--- src/inc/ufh_defs.vh ---
// constants for the usb function handshake, timer and wakeup block
// Summary of operation
// - timer start reservation reloads to 01h at reset and on valid setup.
// - setup is valid only with address match, endpoint 0 and no token error.
// - after-transmit start bit starts timer at clean data transmit eop.
// - after-token start bit starts timer at clean out/setup token eop to endpoint 0.
// - d- and d+ level bits select forced low at 0, high at 1.
// - line force enable picks transmit buffer at 0, level bits at 1.
// - resume output bit 1 enables the pins; at 0 the pins are off when forced, else follow the transmit buffer enable.
// - the usb timer is a 7-bit counter for packet timing and runaway detection.
// - high-speed mode counts fx and acts as a 6-bit counter.
// - low-speed mode counts the usb clock, 1.5 mhz at 6.0 mhz fx.
// - high-speed mode starts at reserved token eop or data transmit eop.
// - low-speed mode starts on receive sync, usb reset or resume.
// - timer overflow raises the timer interrupt request in both modes.
// - low-speed overflow sets runaway error and stops the usb clock.
// - ack reservation sends ack at clean data receive eop.
// - data-save nak sends nak at clean out data eop without runaway error.
// - endpoint 0 stall reservation sends stall at clean in token eop to endpoint 0.
`ifndef UFH_DEFS_VH
`define UFH_DEFS_VH
`define UFH_ADDR_REMWAKE 16'hff6a
`define UFH_ADDR_TSTART 16'hff6c
`define UFH_REMWAKE_RST 8'h08
`define UFH_TSTART_RST 8'h01
`define UFH_BIT_WAKEUP 0
`define UFH_BIT_FORCE 1
`define UFH_BIT_DPLUS 2
`define UFH_BIT_DMINUS 3
`define UFH_BIT_AFTER_TOKEN 0
`define UFH_BIT_AFTER_TX 1
`define UFH_FX_KHZ 6000
`define UFH_USBCLK_KHZ 1500
`define UFH_SLOW_DIV (`UFH_FX_KHZ / `UFH_USBCLK_KHZ)
`define UFH_TIMER_W 7
`define UFH_FAST_W 6
`define UFH_HS_NONE 3'h0
`define UFH_HS_ACK 3'h1
`define UFH_HS_NAK 3'h2
`define UFH_HS_STALL 3'h3
`define UFH_HS_BUF0 3'h4
`define UFH_HS_BUF1 3'h5
`endif

--- src/hw/ufh_top.v ---
// usb function handshake reservation, usb timer and remote wakeup logic
`timescale 1ns/100ps
`default_nettype none
`include "ufh_defs.vh"
module ufh_top #(
    parameter TIMER_W = `UFH_TIMER_W,
    parameter FAST_W = `UFH_FAST_W,
    parameter SLOW_DIV = `UFH_SLOW_DIV
) (
    input wire clk,
    input wire sys_rst,
    input wire [15:0] cpu_addr,
    input wire [7:0] cpu_wdata,
    input wire cpu_wr,
    input wire cpu_rd,
    output reg [7:0] cpu_rdata,
    input wire ep0_buf0_send_reserve,
    input wire ep0_buf1_send_reserve,
    input wire ep0_stall_reserve,
    input wire ep0_nak_reserve,
    input wire ep1_buf0_send_reserve,
    input wire ep1_buf1_send_reserve,
    input wire ep1_stall_reserve,
    input wire ep1_nak_reserve,
    input wire length_error_stall_reserve,
    input wire data_save_nak_reserve,
    input wire data_ok_ack_reserve,
    input wire token_eop,
    input wire data_rx_eop,
    input wire data_tx_eop,
    input wire out_token_seen,
    input wire setup_token_seen,
    input wire in_token_seen,
    input wire token_pid_match,
    input wire address_match,
    input wire endpoint_zero_hit,
    input wire endpoint_one_hit,
    input wire token_byte_error,
    input wire token_bit_error,
    input wire token_crc5_error,
    input wire data_pid_match,
    input wire data_byte_length_error,
    input wire data_bit_error,
    input wire data_crc16_error,
    input wire sync_detect,
    input wire reset_resume_detect,
    input wire runaway_clear,
    input wire tx_buf_dplus,
    input wire tx_buf_dminus,
    input wire tx_buf_oe,
    output reg hs_send,
    output reg [2:0] hs_kind,
    output reg timer_overflow_irq,
    output reg clock_runaway_error,
    output reg usb_clk_run,
    output reg [TIMER_W-1:0] timer_count,
    output reg timer_slow_mode,
    output reg dplus_out,
    output reg dminus_out,
    output reg line_oe
);

////////////////////////////////////////////////////////////////////////
// condition functions

function tok_ok;
    input byte_err;
    input bit_err;
    input crc_err;
    begin
        tok_ok = ~byte_err & ~bit_err & ~crc_err;
    end
endfunction

function dat_ok;
    input pid_ok;
    input byte_err;
    input bit_err;
    input crc_err;
    begin
        dat_ok = pid_ok & ~byte_err & ~bit_err & ~crc_err;
    end
endfunction

////////////////////////////////////////////////////////////////////////
// registers

reg [7:0] remote_wakeup_control;
reg [7:0] timer_start_reservation;

wire token_clean;
wire data_clean;
wire setup_valid;
wire wr_remwake;
wire wr_tstart;

assign token_clean = tok_ok(token_byte_error, token_bit_error, token_crc5_error);
assign data_clean = dat_ok(data_pid_match, data_byte_length_error, data_bit_error, data_crc16_error);
// valid setup needs address, endpoint 0 and a clean token
assign setup_valid = token_eop & setup_token_seen & address_match & endpoint_zero_hit & token_clean;
assign wr_remwake = cpu_wr & (cpu_addr == `UFH_ADDR_REMWAKE);
assign wr_tstart = cpu_wr & (cpu_addr == `UFH_ADDR_TSTART);

always @(posedge clk or posedge sys_rst) begin
    if (sys_rst) begin
        remote_wakeup_control <= `UFH_REMWAKE_RST;
        timer_start_reservation <= `UFH_TSTART_RST;
    end else begin
        if (wr_remwake) begin
            remote_wakeup_control <= {4'h0, cpu_wdata[3:0]};
        end
        // setup reload wins over a software write in the same cycle
        if (setup_valid) begin
            timer_start_reservation <= `UFH_TSTART_RST;
        end else if (wr_tstart) begin
            timer_start_reservation <= {6'h00, cpu_wdata[1:0]};
        end
    end
end

always @(posedge clk or posedge sys_rst) begin
    if (sys_rst) begin
        cpu_rdata <= 8'h00;
    end else if (cpu_rd) begin
        if (cpu_addr == `UFH_ADDR_REMWAKE) begin
            cpu_rdata <= remote_wakeup_control;
        end else if (cpu_addr == `UFH_ADDR_TSTART) begin
            cpu_rdata <= timer_start_reservation;
        end else begin
            cpu_rdata <= 8'h00;
        end
    end
end

////////////////////////////////////////////////////////////////////////
// handshake and data transmit selection

reg [2:0] next_hs_kind;
wire in_ep0;
wire in_ep1;

// every ep0 response, sends included, requires the token pid to match as well
assign in_ep0 = token_eop & in_token_seen & token_pid_match & address_match & endpoint_zero_hit & token_clean;
assign in_ep1 = token_eop & in_token_seen & address_match & endpoint_one_hit & token_clean;

// one packet per eop, first matching reservation only
always @* begin
    next_hs_kind = `UFH_HS_NONE;
    if (in_ep0) begin
        if (ep0_buf0_send_reserve) begin
            next_hs_kind = `UFH_HS_BUF0;
        end else if (ep0_buf1_send_reserve) begin
            next_hs_kind = `UFH_HS_BUF1;
        end else if (ep0_stall_reserve) begin
            next_hs_kind = `UFH_HS_STALL;
        end else if (ep0_nak_reserve) begin
            next_hs_kind = `UFH_HS_NAK;
        end
    end else if (in_ep1) begin
        if (ep1_buf0_send_reserve) begin
            next_hs_kind = `UFH_HS_BUF0;
        end else if (ep1_buf1_send_reserve) begin
            next_hs_kind = `UFH_HS_BUF1;
        end else if (ep1_stall_reserve) begin
            next_hs_kind = `UFH_HS_STALL;
        end else if (ep1_nak_reserve) begin
            next_hs_kind = `UFH_HS_NAK;
        end
    end else if (data_rx_eop) begin
        if (data_save_nak_reserve & out_token_seen & data_clean & ~clock_runaway_error) begin
            next_hs_kind = `UFH_HS_NAK;
        end else if (data_ok_ack_reserve & data_clean) begin
            next_hs_kind = `UFH_HS_ACK;
        end else if (length_error_stall_reserve & ~data_pid_match & ~data_bit_error) begin
            next_hs_kind = `UFH_HS_STALL;
        end
    end
end

always @(posedge clk or posedge sys_rst) begin
    if (sys_rst) begin
        hs_send <= 1'b0;
        hs_kind <= `UFH_HS_NONE;
    end else begin
        hs_send <= (next_hs_kind != `UFH_HS_NONE);
        hs_kind <= next_hs_kind;
    end
end

////////////////////////////////////////////////////////////////////////
// usb timer

reg [3:0] slow_div_cnt;
wire start_fast;
wire start_slow;
wire slow_tick;
wire count_en;
wire at_top;
wire [TIMER_W-1:0] next_count;
reg timer_run;

// reserved fast starts after a clean token or a clean data transmit
assign start_fast = (timer_start_reservation[`UFH_BIT_AFTER_TOKEN] & token_eop
                     & (out_token_seen | setup_token_seen) & address_match
                     & endpoint_zero_hit & token_clean)
                  | (timer_start_reservation[`UFH_BIT_AFTER_TX] & data_tx_eop
                     & data_clean);
assign start_slow = sync_detect | reset_resume_detect;
// usb clock tick derived from fx, only while the usb clock runs
assign slow_tick = usb_clk_run & (slow_div_cnt == SLOW_DIV[3:0] - 4'h1);
assign count_en = timer_run & (timer_slow_mode ? slow_tick : 1'b1);
assign at_top = timer_slow_mode ? (&timer_count) : (&timer_count[FAST_W-1:0]);
assign next_count = timer_count + {{(TIMER_W-1){1'b0}}, 1'b1};

always @(posedge clk or posedge sys_rst) begin
    if (sys_rst) begin
        slow_div_cnt <= 4'h0;
    end else if (~usb_clk_run | slow_tick) begin
        slow_div_cnt <= 4'h0;
    end else begin
        slow_div_cnt <= slow_div_cnt + 4'h1;
    end
end

always @(posedge clk or posedge sys_rst) begin
    if (sys_rst) begin
        timer_count <= {TIMER_W{1'b0}};
        timer_run <= 1'b0;
        timer_slow_mode <= 1'b0;
        timer_overflow_irq <= 1'b0;
    end else begin
        timer_overflow_irq <= 1'b0;
        if (start_slow) begin
            timer_count <= {TIMER_W{1'b0}};
            timer_run <= 1'b1;
            timer_slow_mode <= 1'b1;
        end else if (start_fast) begin
            timer_count <= {TIMER_W{1'b0}};
            timer_run <= 1'b1;
            timer_slow_mode <= 1'b0;
        end else if (count_en) begin
            if (at_top) begin
                // wrap back to zero and stop
                timer_count <= {TIMER_W{1'b0}};
                timer_run <= 1'b0;
                timer_overflow_irq <= 1'b1;
            end else if (timer_slow_mode) begin
                timer_count <= next_count;
            end else begin
                timer_count <= {1'b0, next_count[FAST_W-1:0]};
            end
        end
    end
end

// runaway flag and usb clock gate
wire slow_ovf;
assign slow_ovf = count_en & at_top & timer_slow_mode & ~start_slow & ~start_fast;

always @(posedge clk or posedge sys_rst) begin
    if (sys_rst) begin
        clock_runaway_error <= 1'b0;
        usb_clk_run <= 1'b1;
    end else begin
        // set wins over clear
        if (slow_ovf) begin
            clock_runaway_error <= 1'b1;
        end else if (runaway_clear) begin
            clock_runaway_error <= 1'b0;
        end
        if (slow_ovf) begin
            usb_clk_run <= 1'b0;
        end else if (reset_resume_detect) begin
            usb_clk_run <= 1'b1;
        end
    end
end

////////////////////////////////////////////////////////////////////////
// line driver and remote wakeup

wire force_en;
wire wake_on;
assign force_en = remote_wakeup_control[`UFH_BIT_FORCE];
assign wake_on = remote_wakeup_control[`UFH_BIT_WAKEUP];

always @(posedge clk or posedge sys_rst) begin
    if (sys_rst) begin
        dplus_out <= 1'b0;
        dminus_out <= 1'b0;
        line_oe <= 1'b0;
    end else if (force_en) begin
        dplus_out <= remote_wakeup_control[`UFH_BIT_DPLUS];
        dminus_out <= remote_wakeup_control[`UFH_BIT_DMINUS];
        line_oe <= wake_on;
    end else begin
        dplus_out <= tx_buf_dplus;
        dminus_out <= tx_buf_dminus;
        line_oe <= tx_buf_oe | wake_on;
    end
end

endmodule // ufh_top
`default_nettype wire

--- config.mk ---
export PLATFORM = sky130hd
export DESIGN_NAME = ufh_top
export DESIGN_NICKNAME = d
export VERILOG_FILES = /design/src/hw/ufh_top.v
export VERILOG_INCLUDE_DIRS = /design/src /design/src/inc
export SDC_FILE = /design/constraint.sdc
export NUM_CORES = 1
export LEC_CHECK = 0
export ABC_AREA = 1
export BUFFER_PORTS_ARGS = -buffer_cell sky130_fd_sc_hd__buf_2
export CORE_ASPECT_RATIO = 2
export CORE_MARGIN = 2
export CORE_UTILIZATION = 30
export DETAILED_ROUTE_END_ITERATION = 12
export SYNTH_ARGS = -nofsm -noshare
export SYNTH_HDL_FRONTEND = slang
export SYNTH_SLANG_ARGS = --single-unit
--- constraint.sdc ---
create_clock -name clk -period 1.4 [get_ports clk]
set_input_delay 0.14 -clock clk [delete_from_list [all_inputs] [get_ports clk]]
set_output_delay 0.14 -clock clk [all_outputs]
set_load 0.01 [all_outputs]
==> summary by stage, run 1 <==
Clock tree
The number of clock buffers added by TritonCTS is 5. In this run the clock root is driven by a clkbuf_16. The worst-skew pair later-pin latency is 0.27 ns. The worst-case clock buffer depth is 2. Counting every sink on the clock net gives 33. The CTS tree is built.

The CTS H-tree depth is 2. After clock tree synthesis, the clock-pin slew on the worst setup and hold paths is 0.05 ns.

Global routing
The first global-routing pass estimated 7.91 mm of wire. Entering global routing, the biggest net connects 34 pins. The aggregate global routing overflow is 0. The via count of the first global-routing pass is 1871. The global-route usage over all layers is 14.6%. The initial antenna violation count is 0.

Route
The detailed router placed 1879 vias in this run. The count of nets left with antenna violations after detail routing is 0. In the final routed layout, each cell accounts on average for 11.2 µm. The number of DRC violations after detailed routing is 0. The average vias per placed instance is 4.40.

After the first detailed-routing iteration, the DRC count stood at 41. Wires add up to 4.80 mm. The detailed-routing iteration count for the pre-antenna-repair pass is 4.

Synthesis
The total standard cell area after synthesis is 1930 µm². Yosys printed 0 warnings. The average size of a mapped cell is 7.93 µm².

The post-synthesis cell type count is 32. Of the synthesized area, sequential elements account for 43.1%. The flop and latch count out of synthesis is 33. In the synthesized netlist, the number of instances is 243.

Worst setup path
The number of cells on the worst reg-to-reg path is 7. STA classifies the critical path startpoint as a register. For the worst setup path, the data required time is 1.56 ns.

In this run the worst path has a maximum fanout of 5. STA puts the critical path data arrival time at 1.47 ns. The startpoint-to-endpoint class of the critical path is register to register. The nature of the critical path endpoint is a register.

STA
The final max-slew violation count is 0. The hold violation total from the final report is 0. The final period utilization is 94.1%. The smallest clock period supported by the final layout is computed as 1.32 ns. Derived from the worst setup path, the maximum achievable clock frequency is 759 MHz. The count of final setup violators is 0. The slack of the critical path is 0.0824 ns.

Across the routed clock network, the largest skew measured is 0.00237 ns. Setup repair after global routing could not meet its margin everywhere. The final setup TNS is 0 ns. Hold is met by 0.0474 ns.

Final layout
The total number of nets in the final design is 404. The count of inserted antenna diode cells is 0. The library cell used most frequently in the layout, excluding fill and tap cells, is buf_2. Compared with the post-synthesis result, the final layout area differs by 40.8%. Leaving out fill and tap cells, the most frequent cells in the layout are 79 x buf_2, 42 x nand2_1, 34 x inv_1, 34 x nor2_1, 30 x dfrtp_1. The layout cell share with drive strength beyond 1 is 41.1%.

Placement
The count of input and output buffers is 79. The congestion estimate from routability-driven global placement came to 0.801. The setup slack after placement is 0.00591 ns.

The estimated wirelength of the detail-placed design is 4.00 mm.

Worst hold path
The worst hold path was traced through 2 stages. The path category of the worst min-delay check is primary input to register.

Floorplanning
The placeable core region is 6260 µm². The floorplan has 41 rows. Once the floorplan was initialized, standard cells occupied 30.8% of the core. The floorplan step set the die width to 60.7 µm. The die footprint is 7120 µm².

Pin placement for this block handled 88 I/O pins. The die height is 117 µm.

Run status
The run finished with clean final reports.

Flow run
The number of violations of the max-capacitance limit is 0.

Power
The power density normalized to cell area is 1010 nW/µm². The highest ir drop seen on vdd is 398 µV. The static power due to leakage is 1.44 nW.
## state kept, by name (all words and copies together), names as in the netlist
signal / flops
cpu_rdata: 4
hs_kind: 3
hs_send: 1
timer_start_reservation: 2
dminus_out: 1
timer_slow_mode: 1
timer_run: 1
timer_count: 7
clock_runaway_error: 1
line_oe: 1
remote_wakeup_control: 4
timer_overflow_irq: 1
dplus_out: 1
slow_div_cnt: 4
usb_clk_run: 1
## timing repair
action | 4_1_cts | 5_1_grt
pin swaps | 0 | 8
hold buffers | 1 | 0
setup endpoints to repair | 1 | 9
setup buffers | 0 | 3
gates resized for setup | 1 | 16
hold endpoints to repair | 30 | 0
## power by group
group / internal, mW / switching, mW
Clock: 0.708 / 0.371
Combinational: 0.251 / 0.318
Sequential: 1.03 / 0.0537
Total: 1.99 / 0.743
## per-layer routing
metal / GRT usage, % / up-vias / share of wire (%)
met3: 2.21 / 11 / 3.9
li1: - / 959 / -
met2: 27.2 / 55 / 59
met5: 0 / - / 0
met1: 14.4 / 854 / 34
met4: 7.34 / 0 / 2.7
## final cells by class
class | count | area [µm²]
clock buffer | 8 | 146
fill | 680 | 3540
inverter | 40 | 155
multi-input combinational | 169 | 987
sequential | 33 | 830
tap | 86 | 108
timing repair buffer | 91 | 488
## synth_stat cells (all sizes together)
library cell / instances / share of area [%]
conb: 1 / 0.19
nor3: 3 / 1.0
nand3: 26 / 8.2
nand2: 51 / 13
xnor2: 1 / 0.45
o21ai: 16 / 4.7
a31oi: 1 / 0.32
a21oi: 5 / 1.3
ha: 2 / 1.3
nor3b: 1 / 0.65
dfrtp: 30 / 39
o31ai: 3 / 1.2
inv: 40 / 7.8
xor2: 3 / 1.4
buf: 4 / 1.6
nor2: 45 / 11
nand4: 6 / 1.9
o22ai: 1 / 0.32
dfstp: 3 / 4.1
o211ai: 1 / 0.39
## worst paths after layout
path / start / end / slack [ns]
min reg2reg: remote_wakeup_control[0] / line_oe / 0.48
min in group asynchronous: sys_rst / cpu_rdata[0] / 0.50
max in group asynchronous: sys_rst / usb_clk_run / 0.56
max: timer_count[1] / timer_count[0] / 0.08
min: runaway_clear / clock_runaway_error / 0.05
max reg2reg: timer_count[1] / timer_count[0] / 0.08
## worst max-delay path, cell delays in order (launching register included)
cell and delay [ns]:
dfrtp_1 0.35, ha_2 0.19, nand3_2 0.12, nor2_4 0.13, o21ai_4 0.11, buf_4 0.16
nand4_1 0.07, o21ai_1 0.07
## logic make-up after synthesis
logic type / Yosys count / share of synthesized area [%]
flops: 33 / 43.1
compound gates: 27 / 8.25
simple gates: 132 / 36.0
other cells: 1 / 0.195
buf+inv: 44 / 9.35
xor+xnor: 4 / 1.82
fa+ha+maj: 2 / 1.30
## through the flow
stage	std cells	area [µm²]	power [mW]	utilization (%)
5_1_grt	427	2710	2.89	43.4
4_1_cts	424	2630	2.68	42.1
3_3_place_gp	415	2470	1.56	39.5
3_5_place_dp	415	2470	1.59	39.5
2_1_floorplan	246	1940	1.40	-
6_report	427	2710	2.73	43.4
Note: power is estimated with default switching activity, not from simulation.
==> run 2: changes to the inputs <==
- ABC_CLOCK_PERIOD_IN_PS: default -> 1250
- clock period: 1.4 -> 1.25 ns (I/O delays scaled with it)
==> run 2 against run 1 <==
The flow now finishes with violations (setup timing). Via count rose by 1.4%. Worst setup slack got worse by 0.12 ns. First-iteration DRC count fell by 9.8%. Hold slack got worse by 0.040 ns. Register-to-register slack got worse by 0.12 ns. Critical endpoint is now timer_count[5]. Largest cell class unchanged.
==> summary by stage, run 2 (synthesis results as in run 1) <==
STA
The final max-slew violation count is 0 (unchanged). Setup repair after global routing could not meet its margin everywhere. The final period utilization is 103% (+8.7 points).

The final setup skew was 0.00514 ns (+0.00277 ns). The final critical delay including setup and external delays is 1.29 ns (-0.0325 ns). The upper clock frequency limit is 778 MHz (+2.5%). The slack of the critical path came to -0.0351 ns (-0.118 ns).

The final setup TNS is -0.0442 ns (-0.0442 ns). The count of final setup violators is 2 (+2). The hold violation total from the final report is 0 (unchanged). The tightest hold margin is 0.00726 ns (-0.0401 ns).

Final layout
The library cell used most frequently in the layout, excluding fill and tap cells, is buf_2. The post-layout instance count excluding filler cells is 435 (+1.9%). The largest register by flop count is timer_count. Leaving out fill and tap cells, the most frequent cells in the layout are 79 x buf_2, 42 x nand2_1, 32 x inv_1.

The count of inserted antenna diode cells is 0 (unchanged). The post-synthesis to final-layout area growth is 46.4%. The layout cell share with drive strength beyond 1 came to 45.3% (+4.2 points).

The final core utilization is 45.1% (+1.7 points). The cell area after layout is 2820 µm² (+3.9%). The number of filler cells placed in the layout is 682 (+0.29%). The total number of nets in the final design is 412 (+2.0%). The number of flip-flops under the largest register name was 7 (unchanged).

Placement
The post-placement cell count came to 422 (+1.7%). The cell area reported after detailed placement is 2530 µm² (+2.4%). The setup slack after placement is -0.0738 ns (-0.0797 ns). The estimated wirelength of the detail-placed design is 3.90 mm (-2.5%). The count of input and output buffers is 79 (unchanged). The placer's final routability congestion estimate is 0.750 (-6.4%).

Worst setup path
The critical path is of the register to register type. The cell seen most often among critical-path stages is nand3_2. The master of the slowest instance on the critical path is dfrtp_1. STA classifies the critical path endpoint as a register.

Walking the worst path, the cells encountered are ha_4 -> nand3_4 -> nor2_4 -> o21ai_4 -> nand3_2 -> nor2_2 -> nand3_2 -> nand2_1. The critical path arrival was 1.50 ns (+0.03 ns). The critical path buffer and inverter count came to 0 (-1).

The worst setup path is launched from a register. The critical path's largest stage delay came to 0.41 ns (+0.06 ns). The required time reported for the critical path endpoint came to 1.47 ns (-0.09 ns). Among cell families on the critical path, the largest total delay comes from simple AND/OR/NAND/NOR gates. The largest driver fanout on the critical path is 6 (+1).

Route
The number of DRC violations after detailed routing is 0 (unchanged). The detailed-route wire length was 4.73 mm (-1.4%). The average vias per placed instance came to 4.38 (-0.43%). The count of nets left with antenna violations after detail routing is 0 (unchanged). The total number of vias is 1906 (+1.4%). The iteration-0 DRC count of the detailed router is 37 (-9.8%). The detailed-routing iteration count for the pre-antenna-repair pass is 4 (unchanged). The wire length per cell after detailed routing was 10.9 µm (-3.2%).

Floorplanning
The number of ports placed on the die boundary was 88 (unchanged). The horizontal extent of the die is 60.7 µm (unchanged). The initial core utilization is 30.8% (unchanged). The floorplan row count came to 41 (unchanged). The die footprint was 7120 µm² (unchanged). The placeable core region came to 6260 µm² (unchanged). The die height is 117 µm (unchanged).

Worst hold path
The path category of the worst min-delay check is primary input to register.

Run status
The checks that failed: setup timing. The run finished, with violations left.

Clock tree
The clock slew at the register clock pins of the worst setup and hold paths is 0.05 ns (about the same). The worst-skew pair later-pin latency is 0.28 ns (about the same). The total clock buffers created by CTS is 5 (unchanged). The clock net sink count was 33 (unchanged). The CTS H-tree depth came to 2 (unchanged). TritonCTS built the clock tree. The worst-case clock buffer depth is 2 (unchanged). The buffer type at the clock tree root is clkbuf_16.

Power
The power density normalized to cell area is 1120 nW/µm² (+11%). The highest ir drop seen on vdd is 688 µV (+73%). The static power due to leakage is 1.48 nW (+3.3%). The power consumption is 3.15 mW (+15%).

Global routing
The initial antenna violation count is 0 (unchanged). The aggregate global routing overflow is 0 (unchanged). The via count of the first global-routing pass came to 1825 (-2.5%). The global-route usage over all layers is 13.9% (-0.75 points). The pin count of the biggest net entering global routing is 34 (unchanged). The wire length of the first global-routing pass is 7.55 mm (-4.6%).

Flow run
The number of violations of the max-capacitance limit is 0 (unchanged).
run 2: layer usage:
layer | track usage, % | share of wire (%) | vias to the layer above
li1 | - | - | 977
met1 | 12.9 | 33 | 867
met2 | 26.5 | 60 | 53
met3 | 2.32 | 4.2 | 9
met4 | 6.66 | 2.8 | 0
met5 | 0 | 0 | -
run 2: repair_timing:
action / 4_1_cts / 5_1_grt
hold endpoints to repair: 30 / 0
pin swaps: 6 / 7
hold buffers: 1 / 0
resized for setup: 7 / 16
endpoints found under the setup margin: 9 / 13
setup buffers: 0 / 4
run 2: path summary, 6_finish.rpt:
check                                          from             endpoint  slack, ns  cells after the start
setup / recovery                     timer_count[0]       timer_count[5]      -0.04                      8
hold / removal                        runaway_clear  clock_runaway_error      0.007                      2
setup reg to reg                     timer_count[0]       timer_count[5]      -0.04                      8
hold reg to reg            remote_wakeup_control[0]              line_oe       0.48                      2
max in group asynchronous                   sys_rst          usb_clk_run       0.43                      4
min in group asynchronous                   sys_rst           dminus_out       0.49                      4
run 2: cell type report:
type | count | area (µm²) | share of cell area, %
multi-input combinational | 169 | 1020 | 36.2
inverter | 40 | 153 | 5.41
clock inverter | 1 | 5.00 | 0.177
timing repair buffer | 99 | 552 | 19.6
clock buffer | 7 | 153 | 5.41
sequential | 33 | 830 | 29.4
tap | 86 | 108 | 3.82
run 2: worst reg2reg max path, cell delays in order (launching register included):
cell and delay, ns:
dfrtp_1 0.41, ha_4 0.19, nand3_4 0.10, nor2_4 0.05, o21ai_4 0.10, nand3_2 0.12
nor2_2 0.13, nand3_2 0.07, nand2_1 0.06
run 2: power by group:
part	internal [mW]	leakage, nW	switching (mW)
registers	1.15	0.410	0.0502
clock network	0.842	0.0799	0.425
logic	0.324	0.994	0.354
==> run 3: changes to the inputs <==
- BUFFER_PORTS_ARGS: -buffer_cell sky130_fd_sc_hd__buf_2 -> -buffer_cell sky130_fd_sc_hd__buf_4
- SETUP_SLACK_MARGIN: default -> 0.05
==> run 3 against run 2 <==
Flip-flop and latch count unchanged. Critical endpoint unchanged. Sequential power about the same. Die area unchanged. Clock-buffer cell count rose by 1. The run still ends with setup timing left. Critical path type unchanged. First-iteration DRC count rose by 46%.
==> summary by stage, run 3 (synthesis results as in run 1) <==
Run status
The run finished, with violations left. The checks that failed: setup timing.

Worst hold path
In this run the most critical hold path is launched from runaway_clear. The path category of the worst min-delay check is primary input to register.

Power
The power density normalized to cell area is 1080 nW/µm² (-3.4%). The power consumption was 3.25 mW (+3.1%). The static power due to leakage is 1.54 nW (+3.8%). The highest ir drop seen on vdd is 612 µV (-11%).

Route
The total number of vias is 1891 (-0.79%). The detailed-routing iteration count for the pre-antenna-repair pass is 4 (unchanged). The count of nets left with antenna violations after detail routing is 0 (unchanged). The iteration-0 DRC count of the detailed router is 54 (+46%). The detailed-route wire length is 5.00 mm (+5.7%). The number of DRC violations after detailed routing is 0 (unchanged).

The average vias per placed instance is 4.35 (-0.79%). The wire length per cell after detailed routing was 11.5 µm (+5.7%).

Flow run
The number of violations of the max-capacitance limit is 0 (unchanged).

Final layout
The cell area after layout is 3010 µm² (+6.8%). The final core utilization is 48.1% (+3.1 points). The number of flip-flops under the largest register name is 7 (unchanged).

Compared with the post-synthesis result, the final layout area differs by 56.3%. The count of inserted antenna diode cells was 0 (unchanged). More flip-flops sit in one register than any other, and that register is timer_count. Leaving out fill and tap cells, the most frequent cell in the layout is buf_4.

The layout cell share with drive strength beyond 1 is 44.7% (-0.57 points). The top cell types in the final layout, fill and taps aside, are 97 x buf_4, 42 x nand2_1, 32 x nor2_1. The total number of nets in the final design is 412 (unchanged). The post-layout instance count excluding filler cells is 435 (unchanged).

Global routing
The via count of the first global-routing pass is 1849 (+1.3%). The pin count of the biggest net entering global routing is 34 (unchanged). The global-route usage over all layers is 15.2% (+1.3 points). The wire length of the first global-routing pass is 8.15 mm (+7.9%). The initial antenna violation count is 0 (unchanged). The aggregate global routing overflow came to 0 (unchanged).

Worst setup path
The critical path arrival is 1.51 ns (about the same). The largest driver fanout on the critical path is 6 (unchanged). The required time reported for the critical path endpoint came to 1.47 ns (about the same). STA classifies the critical path endpoint as a register. The worst setup path is launched from a register.

The beginning of the worst register-to-register path is timer_count[0]. The source of the critical timing path is timer_count[0]. The worst setup path is of the register to register kind.

STA
The final setup skew is 0.00310 ns (-0.00204 ns). The final max-slew violation count is 0 (unchanged). The hold violation total from the final report is 0 (unchanged). The final critical delay including setup and external delays is 1.29 ns (+0.00423 ns). The tightest hold margin was 0.00489 ns (-0.00237 ns). The final setup TNS is -0.109 ns (-0.0643 ns). The slack of the critical path is -0.0393 ns (-0.00423 ns).

The count of final setup violators is 6 (+4). The upper clock frequency limit came to 776 MHz (-0.33%). The final period utilization came to 103% (+0.34 points). Setup repair after global routing could not meet its margin everywhere.

Placement
The count of input and output buffers is 79 (unchanged). The placer's final routability congestion estimate was 0.790 (+5.3%). The post-placement cell count came to 422 (unchanged). The cell area reported after detailed placement was 2740 µm² (+8.2%). The setup slack after placement is -0.0578 ns (+0.0160 ns).

The estimated wirelength of the detail-placed design is 4.02 mm (+3.1%).

Clock tree
The worst-skew pair later-pin latency is 0.28 ns (about the same). TritonCTS built the clock tree. The clock slew at the register clock pins of the worst setup and hold paths is 0.05 ns (about the same). The clock net sink count came to 33 (unchanged).

The CTS H-tree depth is 2 (unchanged). The worst-case clock buffer depth is 2 (unchanged). The total clock buffers created by CTS is 5 (unchanged). The buffer type at the clock tree root is clkbuf_16.

Floorplanning
The number of ports placed on the die boundary is 88 (unchanged). The die footprint is 7120 µm² (unchanged). The horizontal extent of the die is 60.7 µm (unchanged).

The die height is 117 µm (unchanged). The initial core utilization is 30.8% (unchanged). The floorplan row count was 41 (unchanged). The placeable core region was 6260 µm² (unchanged).
==> run 3: power by group <==
part / switching (mW) / internal, mW
Sequential: 0.0450 / 1.15
Clock: 0.430 / 0.793
Combinational: 0.390 / 0.436
==> run 3: worst paths after layout <==
check / end / slack [ns] / depth (start not counted)
min in group asynchronous: cpu_rdata[1] / 0.50 / 4
min: clock_runaway_error / 0.005 / 2
max in group asynchronous: usb_clk_run / 0.41 / 4
max: timer_count[5] / -0.04 / 8
max reg2reg: timer_count[5] / -0.04 / 8
min reg2reg: cpu_rdata[0] / 0.49 / 2
==> run 3: final cells by class <==
type,count,area [µm²]
timing repair buffer,99,749
sequential,33,830
multi-input combinational,169,1020
clock buffer,8,146
inverter,40,158
fill,642,3250
tap,86,108
==> run 3: timing repair <==
| action | CTS | global route |
|---|---|---|
| resized for setup | 8 | 13 |
| buffers inserted | 1 | 3 |
| setup endpoints to repair | 11 | 14 |
| hold endpoints to repair | 30 | 0 |
| pin swaps | 11 | 4 |
| hold buffers | 1 | 0 |
==> run 3: critical path, cell delays in order, from the launching register on <==
cell,delay [ns]
dfrtp_1,0.38
ha_2,0.21
nand3_4,0.11
nor2_4,0.05
o21ai_4,0.12
nand3_2,0.12
nor2_1,0.10
nand3_1,0.07
nand2_1,0.07
==> run 3: metal layers <==
layer / vias to the layer above / GRT usage [%] / share of wire [%]
met1: 859 / 14.4 / 33
met2: 51 / 28.6 / 60
met5: - / 0 / 0
met4: 0 / 7.34 / 2.3
met3: 8 / 2.65 / 4.3
li1: 973 / - / -
